===== config.mk =====
export PLATFORM = sky130hd
export DESIGN_NAME = usm_status_ctrl
export DESIGN_NICKNAME = d
export VERILOG_FILES = /design/src/usm_pkg.sv /design/src/usm_status_ctrl.sv /design/src/usm_fifo.sv
export VERILOG_INCLUDE_DIRS = /design/src /design/src/src
export SDC_FILE = /design/constraint.sdc
export NUM_CORES = 1
export LEC_CHECK = 0
export BUFFER_PORTS_ARGS = -buffer_cell sky130_fd_sc_hd__buf_2
export CAP_MARGIN = 20
export CORE_MARGIN = 2
export CORE_UTILIZATION = 35
export DETAILED_ROUTE_END_ITERATION = 8
export PLACE_DENSITY_LB_ADDON = 0.1
export REMOVE_ABC_BUFFERS = 1
export SYNTH_ARGS = -nofsm -noshare
export SYNTH_HDL_FRONTEND = slang
export SYNTH_SLANG_ARGS = --single-unit

===== constraint.sdc =====
create_clock -name clk_i -period 6.4 [get_ports clk_i]
set_input_delay 1.92 -clock clk_i [delete_from_list [all_inputs] [get_ports clk_i]]
set_output_delay 1.92 -clock clk_i [all_outputs]
set_load 0.1 [all_outputs]

===== src/usm_defs.svh =====
// Purpose: Register map, field positions and reset values of the status block
// Assumes: Word-aligned Wishbone registers, byte address = 4 * index
// Notes: Definitions only
`ifndef USM_DEFS_SVH
`define USM_DEFS_SVH

// ==========================================================
// Register indices
`define USM_IDX_DATA 3'h0
`define USM_IDX_FIFO 3'h2
`define USM_IDX_MCTL 3'h4
`define USM_IDX_LSTAT 3'h5
`define USM_IDX_MSTAT 3'h6

// ==========================================================
// Address slicing
`define USM_ADR_IDX_HI 4
`define USM_ADR_IDX_LO 2
`define USM_ADR_TOP_HI 7
`define USM_ADR_TOP_LO 5

// ==========================================================
// Control fields
`define USM_FC_ENABLE 0
`define USM_FC_RX_CLR 1
`define USM_FC_TX_CLR 2
`define USM_FC_DMA 3
`define USM_FC_TRIG_HI 7
`define USM_FC_TRIG_LO 6
`define USM_MC_DTR 0
`define USM_MC_RTS 1
`define USM_MC_LRI 2
`define USM_MC_OUT 3
`define USM_MC_LOOP 4

// ==========================================================
// Modem status index inside the 4-bit group {dcd, ri, dsr, cts}
`define USM_MS_RI 2

// ==========================================================
// Trigger levels and reset values
`define USM_TRIG_L0 8'h01
`define USM_TRIG_L1 8'h04
`define USM_TRIG_L2 8'h08
`define USM_TRIG_L3 8'h0e
`define USM_RST_BYTE 8'h00
`define USM_RST_MCTL 5'h00
`define USM_RST_NIB 4'h0
`define USM_RST_ERR 3'h0
`define USM_RST_TRIG 2'h0
`define USM_ONE_CHAR 8'h01

`endif


===== src/usm_pkg.sv =====
// Purpose: Shared types of the status, modem and FIFO control block
// Assumes: Used together with usm_defs.svh
// Notes: Counters sized for FIFO depths up to 255
package usm_pkg;

  // ==========================================================
  // Receive character and its error marks
  typedef struct packed {
    logic silence;
    logic no_stop;
    logic parity;
  } usm_rx_err_t;

  typedef struct packed {
    usm_rx_err_t err;
    logic [7:0] data;
  } usm_rx_char_t;

  // ==========================================================
  // Active-low modem inputs
  typedef struct packed {
    logic dcd_n;
    logic ri_n;
    logic dsr_n;
    logic cts_n;
  } usm_modem_in_t;

  // ==========================================================
  // Whole state of the main block
  typedef struct packed {
    logic ack;
    logic [7:0] rdata;
    logic [4:0] mctl;
    logic fifo_en;
    logic dma_sel;
    logic [1:0] trig_sel;
    logic overrun;
    logic [2:0] reported;
    logic thre;
    logic [3:0] ms_prev;
    logic [3:0] ms_delta;
    logic [7:0] err_cnt;
  } usm_state_t;

endpackage


===== src/usm_status_ctrl.sv =====
// Purpose: Line status, modem handshake and FIFO control of a serial port
// Assumes: Shifters, baud divisor and interrupt encoding live outside
// Notes: Registers reached over classic Wishbone, one word per register
//
// Overview of operation
// - FIFO mode: error flag shows any erroneous character in receive FIFO; else zero.
// - That flag drops once no erroneous characters remain; a status read does not clear it.
// - Transmitter idle only when shift register and holding register/FIFO both empty.
// - Non-FIFO: holding-empty sets on move to shifter; event if enable set.
// - FIFO mode: holding-empty sets when FIFO empties; host write clears it.
// - Line-silence flag marks a character received wholly at spacing level.
// - Missing-stop flag marks a character without a valid stop bit.
// - Parity flag marks a character whose parity bit is wrong.
// - FIFO mode: those three flags describe the character at the FIFO head.
// - Status read clears silence, stop, parity and overrun flags.
// - Overrun sets when unread data is overwritten, or FIFO full loses one.
// - Data-available is one while any unread received character remains.
// - Loopback holds serial output high and feeds receiver from transmitter.
// - Loopback forces modem outputs inactive.
// - Loopback feeds modem status from control bits 0..3 internally.
// - Interrupt pin follows request only while output-enable bit is one and loopback is off.
// - RTS and DTR pins drive inverted control bits 1 and 0.
// - Modem status bits 7..4 show complemented DCD, RI, DSR, CTS pins.
// - DCD, DSR, CTS change flags set on toggle; modem status read clears.
// - Ring-edge flag sets when RI pin rises; modem status read clears.
// - Control bits 7:6 pick receive trigger 1, 4, 8 or 14 bytes.
// - DMA mode 1 selected by bit 3 only while FIFO mode enabled.
// - Bits 2 and 1 reset transmit and receive FIFO counters, self-clearing.
//
// Added by the designer: the register offsets and the Wishbone register port.
`timescale 1ns/1ps
`include "usm_defs.svh"
module usm_status_ctrl #(
  parameter int DEPTH = 16
) (
  // Clock and reset
  input wire logic clk_i,
  input wire logic rst_i,
  // Wishbone slave
  input wire logic wb_cyc_i,
  input wire logic wb_stb_i,
  input wire logic wb_we_i,
  input wire logic [7:0] wb_adr_i,
  input wire logic [3:0] wb_sel_i,
  input wire logic [31:0] wb_dat_i,
  output logic [31:0] wb_dat_o,
  output logic wb_ack_o,
  // Receive shifter side
  input wire logic rx_valid_i,
  input wire usm_pkg::usm_rx_char_t rx_char_i,
  output logic rx_serial_o,
  // Transmit shifter side
  output logic tx_valid_o,
  output logic [7:0] tx_data_o,
  input wire logic tx_take_i,
  input wire logic tx_shift_idle_i,
  input wire logic tx_serial_i,
  // Serial line pins
  input wire logic serial_in_pin_i,
  output logic serial_out_pin_o,
  // Modem pins
  input wire usm_pkg::usm_modem_in_t modem_i,
  output logic rts_n_o,
  output logic dtr_n_o,
  // Interrupt glue
  input wire logic tx_empty_irq_enable_i,
  output logic tx_empty_event_o,
  output logic rx_trigger_o,
  input wire logic irq_req_i,
  output logic irq_o,
  // FIFO mode outputs
  output logic fifo_mode_o,
  output logic dma_mode_o
);
  import usm_pkg::*;

  localparam int CW = $clog2(DEPTH + 1);

  // ==========================================================
  // State and decode
  usm_state_t st;
  usm_state_t next_st;
  logic req;
  logic rd;
  logic wr;
  logic [2:0] idx;
  logic in_map;
  logic data_rd;
  logic data_wr;
  logic fifo_wr;
  logic mctl_wr;
  logic lstat_rd;
  logic mstat_rd;
  logic loop;
  logic [7:0] wdat;

  function automatic logic hit(input logic [2:0] a, input logic [2:0] want,
                               input logic mapped);
    hit = mapped && (a == want);
  endfunction

  assign req = wb_cyc_i && wb_stb_i && !st.ack;
  assign rd = req && !wb_we_i;
  // Only the low byte lane carries register data
  assign wr = req && wb_we_i && wb_sel_i[0];
  assign idx = wb_adr_i[`USM_ADR_IDX_HI:`USM_ADR_IDX_LO];
  assign in_map = (wb_adr_i[`USM_ADR_TOP_HI:`USM_ADR_TOP_LO] == '0)
    && (wb_adr_i[`USM_ADR_IDX_LO-1:0] == '0);
  assign wdat = wb_dat_i[7:0];
  assign data_rd = rd && hit(idx, `USM_IDX_DATA, in_map);
  assign data_wr = wr && hit(idx, `USM_IDX_DATA, in_map);
  assign fifo_wr = wr && hit(idx, `USM_IDX_FIFO, in_map);
  assign mctl_wr = wr && hit(idx, `USM_IDX_MCTL, in_map);
  assign lstat_rd = rd && hit(idx, `USM_IDX_LSTAT, in_map);
  assign mstat_rd = rd && hit(idx, `USM_IDX_MSTAT, in_map);
  assign loop = st.mctl[`USM_MC_LOOP];

  // ==========================================================
  // FIFO control strobes
  logic en_change;
  logic rx_clr;
  logic tx_clr;
  logic [CW-1:0] limit;

  // Toggling FIFO mode flushes both queues so a single slot stays consistent
  assign en_change = fifo_wr && (wdat[`USM_FC_ENABLE] != st.fifo_en);
  assign rx_clr = fifo_wr && (wdat[`USM_FC_RX_CLR] || en_change);
  assign tx_clr = fifo_wr && (wdat[`USM_FC_TX_CLR] || en_change);
  // Non-FIFO mode is the same queue cut down to one holding slot
  assign limit = st.fifo_en ? CW'(DEPTH) : CW'(1);

  // ==========================================================
  // Receive queue
  usm_rx_char_t rx_head;
  logic [CW-1:0] rx_count;
  logic rx_avail;
  logic rx_room;
  logic rx_pop;
  logic rx_push;
  logic rx_overwrite;
  logic rx_lost;

  // Non-FIFO: a new character replaces the unread one
  assign rx_overwrite = !st.fifo_en && rx_valid_i && rx_avail;
  assign rx_pop = (data_rd && rx_avail) || rx_overwrite;
  assign rx_push = rx_valid_i && rx_room && !rx_clr;
  assign rx_lost = rx_overwrite || (st.fifo_en && rx_valid_i && !rx_room);

  usm_fifo #(
    .W($bits(usm_rx_char_t)),
    .DEPTH(DEPTH)
  ) u_rx_fifo (
    .clk_i(clk_i),
    .rst_i(rst_i),
    .clr_i(rx_clr),
    .limit_i(limit),
    .push_valid_i(rx_valid_i),
    .push_data_i(rx_char_i),
    .push_ready_o(rx_room),
    .pop_valid_o(rx_avail),
    .pop_ready_i(rx_pop),
    .head_o(rx_head),
    .count_o(rx_count)
  );

  // ==========================================================
  // Transmit queue
  logic [CW-1:0] tx_count;
  logic tx_room;
  logic tx_pop;
  logic tx_push;

  assign tx_pop = tx_valid_o && tx_take_i;
  assign tx_push = data_wr && tx_room && !tx_clr;

  usm_fifo #(
    .W(8),
    .DEPTH(DEPTH)
  ) u_tx_fifo (
    .clk_i(clk_i),
    .rst_i(rst_i),
    .clr_i(tx_clr),
    .limit_i(limit),
    .push_valid_i(data_wr),
    .push_data_i(wdat),
    .push_ready_o(tx_room),
    .pop_valid_o(tx_valid_o),
    .pop_ready_i(tx_take_i),
    .head_o(tx_data_o),
    .count_o(tx_count)
  );

  // ==========================================================
  // Line status
  usm_rx_err_t head_err;
  usm_rx_err_t shown_err;
  logic err_in;
  logic err_out;
  logic fifo_err;
  logic tx_idle;
  logic tx_drained;
  logic [7:0] lstat;

  assign head_err = rx_head.err;
  // Flags follow the head character; a status read hides what it already saw
  assign shown_err = rx_avail ? (head_err & ~usm_rx_err_t'(st.reported))
    : usm_rx_err_t'(`USM_RST_ERR);
  assign err_in = rx_push && (rx_char_i.err != '0);
  assign err_out = rx_pop && (head_err != '0);
  // Level of the erroneous-entry count, so a read cannot clear it early
  assign fifo_err = st.fifo_en && (st.err_cnt != '0);
  assign tx_idle = tx_shift_idle_i && (tx_count == '0);
  assign tx_drained = tx_pop && (tx_count == CW'(1));
  assign lstat = {fifo_err, tx_idle, st.thre, shown_err, st.overrun, rx_avail};

  // ==========================================================
  // Modem status
  logic [3:0] ms_now;
  logic [3:0] ms_set;
  logic [7:0] mstat;

  // Order is {dcd, ri, dsr, cts}
  assign ms_now = loop
    ? {st.mctl[`USM_MC_OUT], st.mctl[`USM_MC_LRI], st.mctl[`USM_MC_DTR],
       st.mctl[`USM_MC_RTS]}
    : ~{modem_i.dcd_n, modem_i.ri_n, modem_i.dsr_n, modem_i.cts_n};
  always_comb begin
    ms_set = ms_now ^ st.ms_prev;
    // Ring flag only on the pin rising, which is status falling
    ms_set[`USM_MS_RI] = st.ms_prev[`USM_MS_RI] && !ms_now[`USM_MS_RI];
  end
  assign mstat = {ms_now, st.ms_delta};

  // ==========================================================
  // Next state
  always_comb begin
    next_st = st;
    next_st.ack = req;
    next_st.ms_prev = ms_now;
    if (rd) begin
      case (1'b1)
        data_rd: next_st.rdata = rx_head.data;
        lstat_rd: next_st.rdata = lstat;
        mstat_rd: next_st.rdata = mstat;
        hit(idx, `USM_IDX_MCTL, in_map): next_st.rdata = {3'h0, st.mctl};
        default: next_st.rdata = `USM_RST_BYTE;
      endcase
    end
    if (mctl_wr) begin
      next_st.mctl = wdat[`USM_MC_LOOP:0];
    end
    if (fifo_wr) begin
      // Bits 5:4 carry nothing and are dropped here
      next_st.fifo_en = wdat[`USM_FC_ENABLE];
      next_st.dma_sel = wdat[`USM_FC_DMA];
      next_st.trig_sel = wdat[`USM_FC_TRIG_HI:`USM_FC_TRIG_LO];
    end
    // Error-entry count tracks what sits in the receive queue
    if (rx_clr) begin
      next_st.err_cnt = `USM_RST_BYTE;
    end else if (err_in && !err_out) begin
      next_st.err_cnt = st.err_cnt + `USM_ONE_CHAR;
    end else if (err_out && !err_in) begin
      next_st.err_cnt = st.err_cnt - `USM_ONE_CHAR;
    end
    // A new head character brings fresh flags
    if (rx_pop || rx_clr) begin
      next_st.reported = `USM_RST_ERR;
    end else if (lstat_rd) begin
      next_st.reported = st.reported | head_err;
    end
    // Loss in the same cycle as the read still shows
    if (rx_lost) begin
      next_st.overrun = 1'b1;
    end else if (lstat_rd) begin
      next_st.overrun = 1'b0;
    end
    // A host byte outranks the queue draining in the same cycle
    if (tx_push) begin
      next_st.thre = 1'b0;
    end else if (tx_drained || tx_clr) begin
      next_st.thre = 1'b1;
    end
    if (mstat_rd) begin
      next_st.ms_delta = ms_set;
    end else begin
      next_st.ms_delta = st.ms_delta | ms_set;
    end
  end

  // ==========================================================
  // State register
  always_ff @(posedge clk_i) begin
    if (rst_i) begin
      next_st_reset();
    end else begin
      st <= next_st;
    end
  end

  task automatic next_st_reset();
    st.ack <= 1'b0;
    st.rdata <= `USM_RST_BYTE;
    st.mctl <= `USM_RST_MCTL;
    st.fifo_en <= 1'b0;
    st.dma_sel <= 1'b0;
    st.trig_sel <= `USM_RST_TRIG;
    st.overrun <= 1'b0;
    st.reported <= `USM_RST_ERR;
    st.thre <= 1'b1;
    st.ms_prev <= `USM_RST_NIB;
    st.ms_delta <= `USM_RST_NIB;
    st.err_cnt <= `USM_RST_BYTE;
  endtask

  // ==========================================================
  // Receive trigger
  logic [7:0] trig_level;

  always_comb begin
    case (st.trig_sel)
      2'h0: trig_level = `USM_TRIG_L0;
      2'h1: trig_level = `USM_TRIG_L1;
      2'h2: trig_level = `USM_TRIG_L2;
      2'h3: trig_level = `USM_TRIG_L3;
      default: trig_level = `USM_TRIG_L0;
    endcase
  end

  assign rx_trigger_o = st.fifo_en ? (8'(rx_count) >= trig_level) : rx_avail;

  // ==========================================================
  // Outputs
  assign wb_ack_o = st.ack;
  assign wb_dat_o = {24'h00_0000, st.rdata};
  assign tx_empty_event_o = tx_drained && !tx_push && tx_empty_irq_enable_i;
  assign fifo_mode_o = st.fifo_en;
  assign dma_mode_o = st.fifo_en && st.dma_sel;
  assign serial_out_pin_o = loop ? 1'b1 : tx_serial_i;
  assign rx_serial_o = loop ? tx_serial_i : serial_in_pin_i;
  assign rts_n_o = loop ? 1'b1 : !st.mctl[`USM_MC_RTS];
  assign dtr_n_o = loop ? 1'b1 : !st.mctl[`USM_MC_DTR];
  // Output-enable bit doubles as the looped carrier, so the pin stays quiet then
  assign irq_o = !loop && st.mctl[`USM_MC_OUT] && irq_req_i;

endmodule


===== src/usm_fifo.sv =====
// Purpose: Small synchronous FIFO with a run-time fill limit
// Assumes: Push and pop may share a cycle, also when full
// Notes: Clear beats push and pop; head is the oldest entry
`timescale 1ns/1ps
module usm_fifo #(
  parameter int W = 8,
  parameter int DEPTH = 16,
  parameter int CW = $clog2(DEPTH + 1),
  parameter int AW = $clog2(DEPTH)
) (
  // Clock and reset
  input wire logic clk_i,
  input wire logic rst_i,
  // Control
  input wire logic clr_i,
  input wire logic [CW-1:0] limit_i,
  // Fill side
  input wire logic push_valid_i,
  input wire logic [W-1:0] push_data_i,
  output logic push_ready_o,
  // Drain side
  output logic pop_valid_o,
  input wire logic pop_ready_i,
  output logic [W-1:0] head_o,
  output logic [CW-1:0] count_o
);

  typedef struct packed {
    logic [DEPTH-1:0][W-1:0] mem;
    logic [AW-1:0] rd;
    logic [AW-1:0] wr;
    logic [CW-1:0] cnt;
  } usm_fifo_state_t;

  usm_fifo_state_t st;
  usm_fifo_state_t next_st;
  logic do_push;
  logic do_pop;

  function automatic logic [AW-1:0] bump(input logic [AW-1:0] p);
    bump = (p == AW'(DEPTH - 1)) ? '0 : p + AW'(1);
  endfunction

  assign pop_valid_o = (st.cnt != '0);
  assign do_pop = pop_valid_o && pop_ready_i;
  // A pop in the same cycle frees the slot, so a full FIFO may still overwrite
  assign push_ready_o = (st.cnt < limit_i) || do_pop;
  assign do_push = push_valid_i && push_ready_o;
  assign head_o = st.mem[st.rd];
  assign count_o = st.cnt;

  always_comb begin
    next_st = st;
    if (clr_i) begin
      next_st.rd = '0;
      next_st.wr = '0;
      next_st.cnt = '0;
    end else begin
      if (do_push) begin
        next_st.mem[st.wr] = push_data_i;
        next_st.wr = bump(st.wr);
      end
      if (do_pop) begin
        next_st.rd = bump(st.rd);
      end
      if (do_push && !do_pop) begin
        next_st.cnt = st.cnt + CW'(1);
      end else if (do_pop && !do_push) begin
        next_st.cnt = st.cnt - CW'(1);
      end
    end
  end

  always_ff @(posedge clk_i) begin
    if (rst_i) begin
      st <= '0;
    end else begin
      st <= next_st;
    end
  end

endmodule


* Word-level counts from Yosys, hierarchy flattened
Cells that the tools add are included.
** Storage, ports and cells
- Register bits :: 369
- Output and inout port bits :: 51
- Logic and storage cells :: 223
** Operators by class
- $add $sub $neg :: 10
- Order comparisons :: 9
- Equal/unequal tests :: 13
- Mux-type cells :: 38
- Bitwise logic cells :: 8
- Reductions and logical operators :: 95
** Operator list (number)
- $bwmux 176 :: 1
- $bwmux 128 :: 1
- $mux 8 :: 7
- $logic_and 1x1->1 :: 50
- $bmux 11 s4 :: 1
- $demux 11 s4 :: 1
- $bmux 8 s4 :: 1
- $demux 8 s4 :: 1
- $pmux 8 s4 :: 1
- $mux 5 :: 6
- $mux 4 :: 6
- $mux 11 :: 2
- $lt 4x5->1 const B :: 4
- $logic_not 1->1 :: 17
- $add 4x1->4 const B :: 4
- $eq 4x4->1 const B :: 4
- $add 5x1->5 const B :: 2
- $lt 5x5->1 :: 2
- $reduce_bool 2->1 :: 5
- $reduce_bool 5->1 :: 2
- $sub 5x1->5 const B :: 2
- $eq 3x3->1 const B :: 3
- $mux 1 :: 9
- $add 8x1->8 const B :: 1
- 24 further kinds :: 40

* Longest topological paths before layout
Gate-level depths: netlist of run 1.
- Word-level depth :: 15
- Gate-level depth with buffers :: 16
- Depth with buffers taken out :: 14

* Modules after synthesis
Synthesis of run 1 repeated with hierarchy kept, for this count alone.
** Unflattened totals
- Cell total of the unflattened synthesis :: 1840
- Area total of the unflattened synthesis :: 19103.3 um^2
** By module, submodules not included
- usm_fifo (u_rx_fifo) :: instances 1, cells each 857, area each 9351.5 um^2
- usm_fifo (u_tx_fifo) :: instances 1, cells each 654, area each 7139.3 um^2
- usm_status_ctrl :: instances 1, cells each 329, area each 2612.5 um^2

* Worst setup path after synthesis of run 1
No wires, ideal clock.
- Kind :: input -> output
- Start point :: in tx_take_i
- End point :: out tx_empty_event_o
- Data arrival time :: 4039 ps
- Path slack :: 441 ps
- Cell stages on the path :: 8
- Buffers on the path :: 3
- Cells stage by stage :: and2_0 -> clkbuf_1 -> inv_2 -> o21a_1 -> buf_2 -> buf_4 -> nor2_1 -> nor2_1
** Between the ends
- Word-level cells in the longest chain between the ends :: 7
- Elaborated cells between the ends (all ways) :: 8
** RTL lines
- from (decl) :: RTL line usm_status_ctrl.sv:55 : input wire logic tx_take_i,
- $logic_and 1x1->1 :: RTL line usm_fifo.sv:45 : assign do_pop = pop_valid_o && pop_ready_i;
- $logic_or 1x1->1 :: RTL line usm_fifo.sv:47 : assign push_ready_o = (st.cnt < limit_i) || do_pop;
- $logic_and 1x1->1
- via u_tx_fifo.do_push :: RTL line usm_fifo.sv:37 : logic do_push;
- $logic_and 1x1->1 :: RTL line usm_status_ctrl.sv:174 : assign tx_push = data_wr && tx_room && !tx_clr;
- $logic_not 1->1 :: RTL line usm_status_ctrl.sv:336 : assign tx_empty_event_o = tx_drained && !tx_push && tx_empty_irq_enable_i;
- $logic_and 1x1->1 (2 in series) :: RTL line usm_status_ctrl.sv:336
- to (decl) :: RTL line usm_status_ctrl.sv:67 : output logic tx_empty_event_o,
The timed path passes the listed nets, and every way through them passes these cells.

* Final worst setup path of run 1
- Start point :: in wb_adr_i[0]
- End point :: out tx_empty_event_o
** Between the ends
- Elaborated cells between the ends (all ways) :: 15
** RTL lines
- from (decl) :: RTL line usm_status_ctrl.sv:43 : input wire logic [7:0] wb_adr_i,
- $logic_not 2->1 :: RTL line usm_status_ctrl.sv:108 : && (wb_adr_i[`USM_ADR_IDX_LO-1:0] == '0);
- $logic_and 1x1->1 :: RTL line usm_status_ctrl.sv:107 : assign in_map = (wb_adr_i[`USM_ADR_TOP_HI:`USM_ADR_TOP_LO] == '0)
- $logic_and 1x1->1 :: RTL line usm_status_ctrl.sv:99 : hit = mapped && (a == want);
- $logic_and 1x1->1 :: RTL line usm_status_ctrl.sv:111 : assign data_wr = wr && hit(idx, `USM_IDX_DATA, in_map);
- $logic_and 1x1->1
- via u_tx_fifo.do_push :: RTL line usm_fifo.sv:37
- $logic_and 1x1->1 :: RTL line usm_status_ctrl.sv:174
- $logic_not 1->1 :: RTL line usm_status_ctrl.sv:336
- $logic_and 1x1->1 (2 in series) :: RTL line usm_status_ctrl.sv:336
The timed path passes the listed nets, and every way through them passes these cells.

==> out/results.tsv, run 1 <==
stage	metric	value	unit
outcome	outcome	finished clean	
timing	rsz0062_at_grt	false	
timing	holdWs	455	ps
global_routing	grt_first_pass_wirelength	83600	um
timing	fin_crit	5670	ps
cells_and_area	diodes	0	
drt	post-route-drc-count	0	
clock_network	tritoncts	built	
synthesis	syn_area_per_cell	9.59	um2
placement	hpwl	34900	um
cells_and_area	fin_cells	2583	
global_routing	antenna_found_initial	2	
hold_path	min_from	st[23]$_SDFFE_PP0P_	
timing	finalSetupViolCount	0	
worst_setup_path	end_kind	primary output	
synthesis	ys.flop_type	dfxtp_1	
synthesis	synth-seq-cells	369	
die	start_util	35.4	%
clock_network	clk_pin_slew	60	ps
global_routing	grt_overflow	0	
timing	clock-skew-final	26.9	ps
drt	ant_nets	0	
clock_network	root_buffer	clkbuf_16	
worst_setup_path	critPathLaunchType	primary input	
placement	place_inst	2500	
clock_network	ctsHtreeMaxLevel	2	
global_routing	grt_max_degree	110	
synthesis	synth_cell_type_count	78	
power_and_ir_drop	p_total	7.15	mW
worst_setup_path	crit_path_start	wb_adr_i[0]	
power_and_ir_drop	ir_drop	0.271	mV
placement	post-place-ws	607	ps
timing	slew_viol_final	0	
global_routing	grt.total_usage	20.2	%
clock_network	postCtsSetupBuffers	0	
hold_path	hold_class	reg2reg	
timing	relSlewSlack	26.0	%
placement	dpl_cell_area	0.0189	mm2
placement	place_congestion	0.795	
global_routing	grt_pass1_vias	13600	
worst_setup_path	critPathRequiredTime	4480	ps
timing	period_share	88.7	%
synthesis	synth-seq-area-share	40.6	%
drt	dr_total_vias	14100	
power_and_ir_drop	leakage	8.25	nW
drt	wire_per_inst	21.3	um
timing	tightest_slew	1110	ps
power_and_ir_drop	p_per_area	350	mW/mm2
die	fp.dieW	232	um
drt	drt-vias-per-instance	5.46	
timing	layout_setup_ws	725	ps
worst_setup_path	crit_fanout	7	
drt	dr.pass1.iters	7	
die	die_height	232	um
clock_network	clock-sinks	369	
clock_network	clock_path_buffers	3	
synthesis	syn_inst	1899	
cells_and_area	syn2layout_area_growth	12.2	%
cells_and_area	final_area	0.0204	mm2
synthesis	ys_async_sr_fraction	0	%
cells_and_area	fin_nets	1972	
synthesis	synth_edf_count	0	
drt	drt-total-wl	55100	um
clock_network	cts_buffers	44	
die	rows	83	
timing	timing.fmax	176	MHz
cells_and_area	drive_gt1_share	17.6	%
synthesis	synth_area	0.0182	mm2
worst_setup_path	rr_startpoint	u_rx_fifo.st[10]$_SDFFE_PP0P_	
cells_and_area	layout_common_cells	365 x dfxtp_1, 237 x nand2_1, 206 x mux2i_1	
placement	portBuffers	70	
clock_network	hold_buffers	0	
cells_and_area	fin_util	39.8	%
die	io_pins	122	
worst_setup_path	path_class	in2out	
timing	tns	0	ps
die	core	0.0514	mm2
cells_and_area	final_common_cell	dfxtp_1	
clock_network	clk_latency	580	ps
drt	first_iter_violations	1017	
timing	hold_viol	0	
clock_network	postCtsResizedCells	0	
die	die_area	0.0539	mm2
worst_setup_path	cp.arrival	3750	ps
synthesis	yosys_warnings	0	
job	drv_cap	0	
[critical path, cell delays in order]
cell     delay (ps)
buf_2           110
or4_4           570
nor4_1          190
buf_4           180
nand2_1         140
nor2_1          260
nor2_1           80
buf_2           300
[power breakdown]
part	internal (mW)	switching, mW	total, mW
logic	0.576	1.43	2.01
registers	2.38	0.116	2.50
clock network	1.60	1.05	2.64
total	4.56	2.59	7.15
[layer usage]
| layer | track usage (%) | up-vias | wire, um |
|---|---|---|---|
| met5 | 0 | - | 13 |
| met4 | 5.35 | 2 | 1150 |
| met3 | 2.75 | 76 | 2200 |
| met2 | 33.6 | 308 | 26300 |
| met1 | 27.5 | 7004 | 25500 |
| li1 | - | 6726 | - |
[flip-flops by register name (all words and copies together), names as in the netlist]
name               count
st                    22
u_tx_fifo.count_o      5
fifo_mode_o            1
lstat                  2
wb_dat_o               8
u_tx_fifo.st         136
mstat                  4
loop                   1
wb_ack_o               1
u_rx_fifo.st         184
u_rx_fifo.count_o      5
[Yosys cell counts (5+ instances only)]
cell type,number,area (um2)
mux2i_1,206,2060
xnor2_1,10,87.6
and3_1,5,31.3
mux2_2,6,67.6
a211o_1,5,43.8
a21o_1,8,60.1
nand3_1,144,721
and2_1,8,50.1
nor3_4,16,260
o2111ai_1,16,140
or4_1,5,37.5
a21oi_1,161,806
dfxtp_1,369,7390
nand2_1,237,890
buf_2,28,140
nand4_1,8,50.1
buf_4,47,353
nand2b_1,10,62.6
ha_1,31,388
buf_1,11,41.3
nor4_1,8,50.1
o21ai_1,90,450
xor2_1,10,87.6
inv_1,20,75.1
mux4_2,88,1980
a31oi_1,5,31.3
nor3_1,5,25.0
nor2b_1,8,50.1
nor2_1,61,229
or3_1,21,131
o21ai_0,56,280
clkbuf_1,116,435
[final timing paths]
path                                       endpoint  slack, ps  cells after the start
worst max-delay path               tx_empty_event_o        730                      8
worst min-delay path            st[23]$_SDFFE_PP0P_        460                      2
worst max register to register   st[6]$_SDFFE_PP0P_       1990                     13
worst min register to register  st[23]$_SDFFE_PP0P_        460                      2
[kinds of logic (layout without fill, tap and decap cells)]
family | count (synthesis) | in the layout | share of synthesized area (%)
other cells | 1 | 24 | 0.0206
compound gates | 385 | 385 | 12.0
xor+xnor | 20 | 20 | 0.962
mux | 300 | 300 | 22.6
simple gates | 559 | 559 | 15.3
flops | 369 | 369 | 40.6
fa+ha+maj | 33 | 33 | 2.35
buf+inv | 232 | 213 | 6.19
[area by class of cell]
cell class	count	area, um2
Clock buffer	65	1360
Clock inverter	16	176
Fill cell	5075	31000
Inverter	22	87.6
Multi-Input combinational cell	1321	9890
Sequential cell	369	7390
Tap cell	680	851
Timing Repair Buffer	110	676
No activity file was read; power rests on OpenSTA's default activity.
==> inputs of run 2 (changes only) <==
- PLACE_DENSITY_LB_ADDON: 0.1 -> default
==> run 2 against run 1 <==
Effect of this change:
- global-route usage is 1.5 points lower
- clock-buffer cell count is 6 lower
- utilization is 0.51 points lower
- combinational power is 3% lower
- final area is 1.3% lower
- via count is 0.93% higher
- critical path depth is 1 lower
- highest routed layer unchanged
==> out/results.tsv, run 2 (synthesis results as in run 1) <==
stage	metric	value	unit	change
placement	hpwl	33100	um	-5.2%
clock_network	clk_pin_slew	60	ps	about the same
cells_and_area	fin_nets	1967		-0.25%
worst_setup_path	crit_cells	7		-1
clock_network	postCtsSetupBuffers	0		unchanged
cells_and_area	drive_gt1_share	16.6	%	-0.91 points
worst_setup_path	crit_path_start	wb_adr_i[0]		
clock_network	cts_buffers	40		-9.1%
clock_network	root_buffer	clkbuf_16		
timing	slew_viol_final	0		unchanged
clock_network	postCtsResizedCells	0		unchanged
drt	drt-total-wl	51000	um	-7.4%
timing	tns	0	ps	unchanged
cells_and_area	largest_register	u_rx_fifo.st		
die	io_pins	122		unchanged
cells_and_area	fin_cells	2570		-0.50%
drt	drt-vias-per-instance	5.54		+1.4%
placement	portBuffers	70		unchanged
worst_setup_path	critPathRequiredTime	4480	ps	about the same
clock_network	tritoncts	built		
cells_and_area	layout_common_cells	366 x dfxtp_1, 237 x nand2_1, 206 x mux2i_1		
global_routing	grt_pass1_vias	13900		+2.3%
die	core	0.0514	mm2	unchanged
timing	hold_viol	0		unchanged
drt	first_iter_violations	1279		+26%
worst_setup_path	end_kind	primary output		
die	die_height	232	um	unchanged
worst_setup_path	critPathBufInv	2		-1
drt	post-route-drc-count	0		unchanged
worst_setup_path	crit_end	tx_empty_event_o		
die	start_util	35.4	%	unchanged
global_routing	grt_max_degree	119		+8.2%
die	rows	83		unchanged
global_routing	antenna_found_initial	7		+5
timing	relSlewSlack	25.9	%	-0.18 points
worst_setup_path	rr_startpoint	u_rx_fifo.st[11]$_SDFFE_PP0P_		
worst_setup_path	crit_family	simple AND/OR/NAND/NOR gates		
global_routing	grt.total_usage	18.7	%	-1.5 points
drt	wire_per_inst	19.9	um	-7.0%
timing	period_share	91.8	%	+3.2 points
drt	dr_total_vias	14200		+0.93%
cells_and_area	largest_reg_flops	184		unchanged
worst_setup_path	crit_path_max_incr_delay	560	ps	about the same
timing	rsz0062_at_grt	false		
cells_and_area	final_common_cell	dfxtp_1		
cells_and_area	syn2layout_area_growth	10.8	%	
worst_setup_path	reg2reg_depth	13		unchanged
power_and_ir_drop	leakage	8.11	nW	-1.7%
power_and_ir_drop	p_total	6.75	mW	-5.5%
worst_setup_path	crit_fanout	7		unchanged
job	drv_cap	0		unchanged
hold_path	hold_class	reg2reg		
placement	place_congestion	0.841		+5.9%
cells_and_area	nFillCells	5077		+0.039%
worst_setup_path	critPathLaunchType	primary input		
worst_setup_path	crit_slowest_cell	or4_4		
outcome	outcome	finished clean		
worst_setup_path	path_class	in2out		
worst_setup_path	r2r_setup_slack	2130	ps	+140 ps
global_routing	grt_first_pass_wirelength	79300	um	-5.1%
global_routing	grt_overflow	0		unchanged
clock_network	clock-sinks	369		unchanged
clock_network	ctsHtreeMaxLevel	2		unchanged
timing	finalSetupViolCount	0		unchanged
timing	fin_crit	5880	ps	+204 ps
clock_network	hold_buffers	0		unchanged
cells_and_area	largest_registers	u_rx_fifo.st (184), u_tx_fifo.st (136), st (22)		
timing	timing.fmax	170	MHz	-3.5%
clock_network	clock_path_buffers	3		unchanged
timing	tightest_slew	1110	ps	+2.65 ps
power_and_ir_drop	ir_drop	0.264	mV	-2.8%
worst_setup_path	r2r-end	st[6]$_SDFFE_PP0P_		
placement	place_inst	2499		-0.040%
die	fp.dieW	232	um	unchanged
timing	clock-skew-final	19.3	ps	-7.52 ps
drt	ant_nets	0		unchanged
power_and_ir_drop	p_per_area	335	mW/mm2	-4.3%
clock_network	clk_latency	550	ps	-30 ps
die	die_area	0.0539	mm2	unchanged
worst_setup_path	cp_cell_sequence	buf_2 -> or4_4 -> nor4_1 -> nand2_1 -> nor2_1 -> nor2_1 -> buf_2		
drt	dr.pass1.iters	6		-1
worst_setup_path	cp.arrival	3960	ps	+210 ps
-- run 2: changes by cell type in the layout (fill, tap and decap cells not counted), sizes merged --
cell	previous run	this run
clkinvlp	1	0
clkbuf	65	59
clkinv	12	6
bufinv	3	1
buf	110	109
diode	0	3
-- run 2: per-stage QoR --
step	utilization (%)	worst slack, ps	hold slack, ps	instance area [um2]
detailed placement	36.7	517	447	18800
finish	39.2	522	455	20200
global route	39.2	330	472	20200
floorplan	-	-1450	425	17200
global placement	36.7	505	441	18800
CTS	39.2	509	457	20100
-- run 2: final cells by class --
type | count | area, um2 | share of cell area (%)
Antenna cell | 3 | 7.51 | 0.0372
Clock buffer | 59 | 1200 | 5.97
Clock inverter | 7 | 75.1 | 0.372
Inverter | 22 | 87.6 | 0.434
Multi-Input combinational cell | 1321 | 9890 | 49.0
Sequential cell | 369 | 7390 | 36.6
Tap cell | 680 | 851 | 4.22
Timing Repair Buffer | 109 | 666 | 3.30
-- run 2: worst reg2reg max path: cells and delay by family, from the launching register on --
| family | cells | cell delay, ps |
|---|---|---|
| AO/OA/AOI/OAI | 5 | 670 |
| adder cells (fa/ha/maj) | 2 | 580 |
| buffers and inverters | 2 | 630 |
| flip-flops | 1 | 880 |
| multiplexers | 3 | 820 |
| AND/OR/NAND/NOR | 1 | 610 |
-- run 2: how the worst min path moves through the flow --
stage	end	cells after the start	slack, ps	start
2_1_floorplan	mstat[0]$_SDFF_PP0_	2	430	mstat[0]$_SDFF_PP0_
3_3_place_gp	u_rx_fifo.st[179]$_SDFFE_PP0P_	2	440	u_rx_fifo.st[179]$_SDFFE_PP0P_
3_5_place_dp	mstat[0]$_SDFF_PP0_	2	450	mstat[0]$_SDFF_PP0_
4_1_cts	u_rx_fifo.st[72]$_SDFFE_PP0P_	2	460	u_rx_fifo.st[72]$_SDFFE_PP0P_
5_1_grt	u_rx_fifo.st[120]$_SDFFE_PP0P_	2	470	u_rx_fifo.st[120]$_SDFFE_PP0P_
6_report	u_rx_fifo.st[72]$_SDFFE_PP0P_	2	450	u_rx_fifo.st[72]$_SDFFE_PP0P_
-- run 2: metal layers --
layer	vias up	wire length, um	global-route usage [%]
li1	6704	-	-
met1	7044	22400	24.9
met2	398	24100	30.9
met3	91	3190	3.63
met4	10	1230	5.33
met5	-	65	0
-- run 2: power breakdown --
| group | internal [mW] | switching (mW) |
|---|---|---|
| clock network | 1.34 | 0.944 |
| registers | 2.38 | 0.138 |
| logic | 0.580 | 1.37 |
| total | 4.30 | 2.45 |
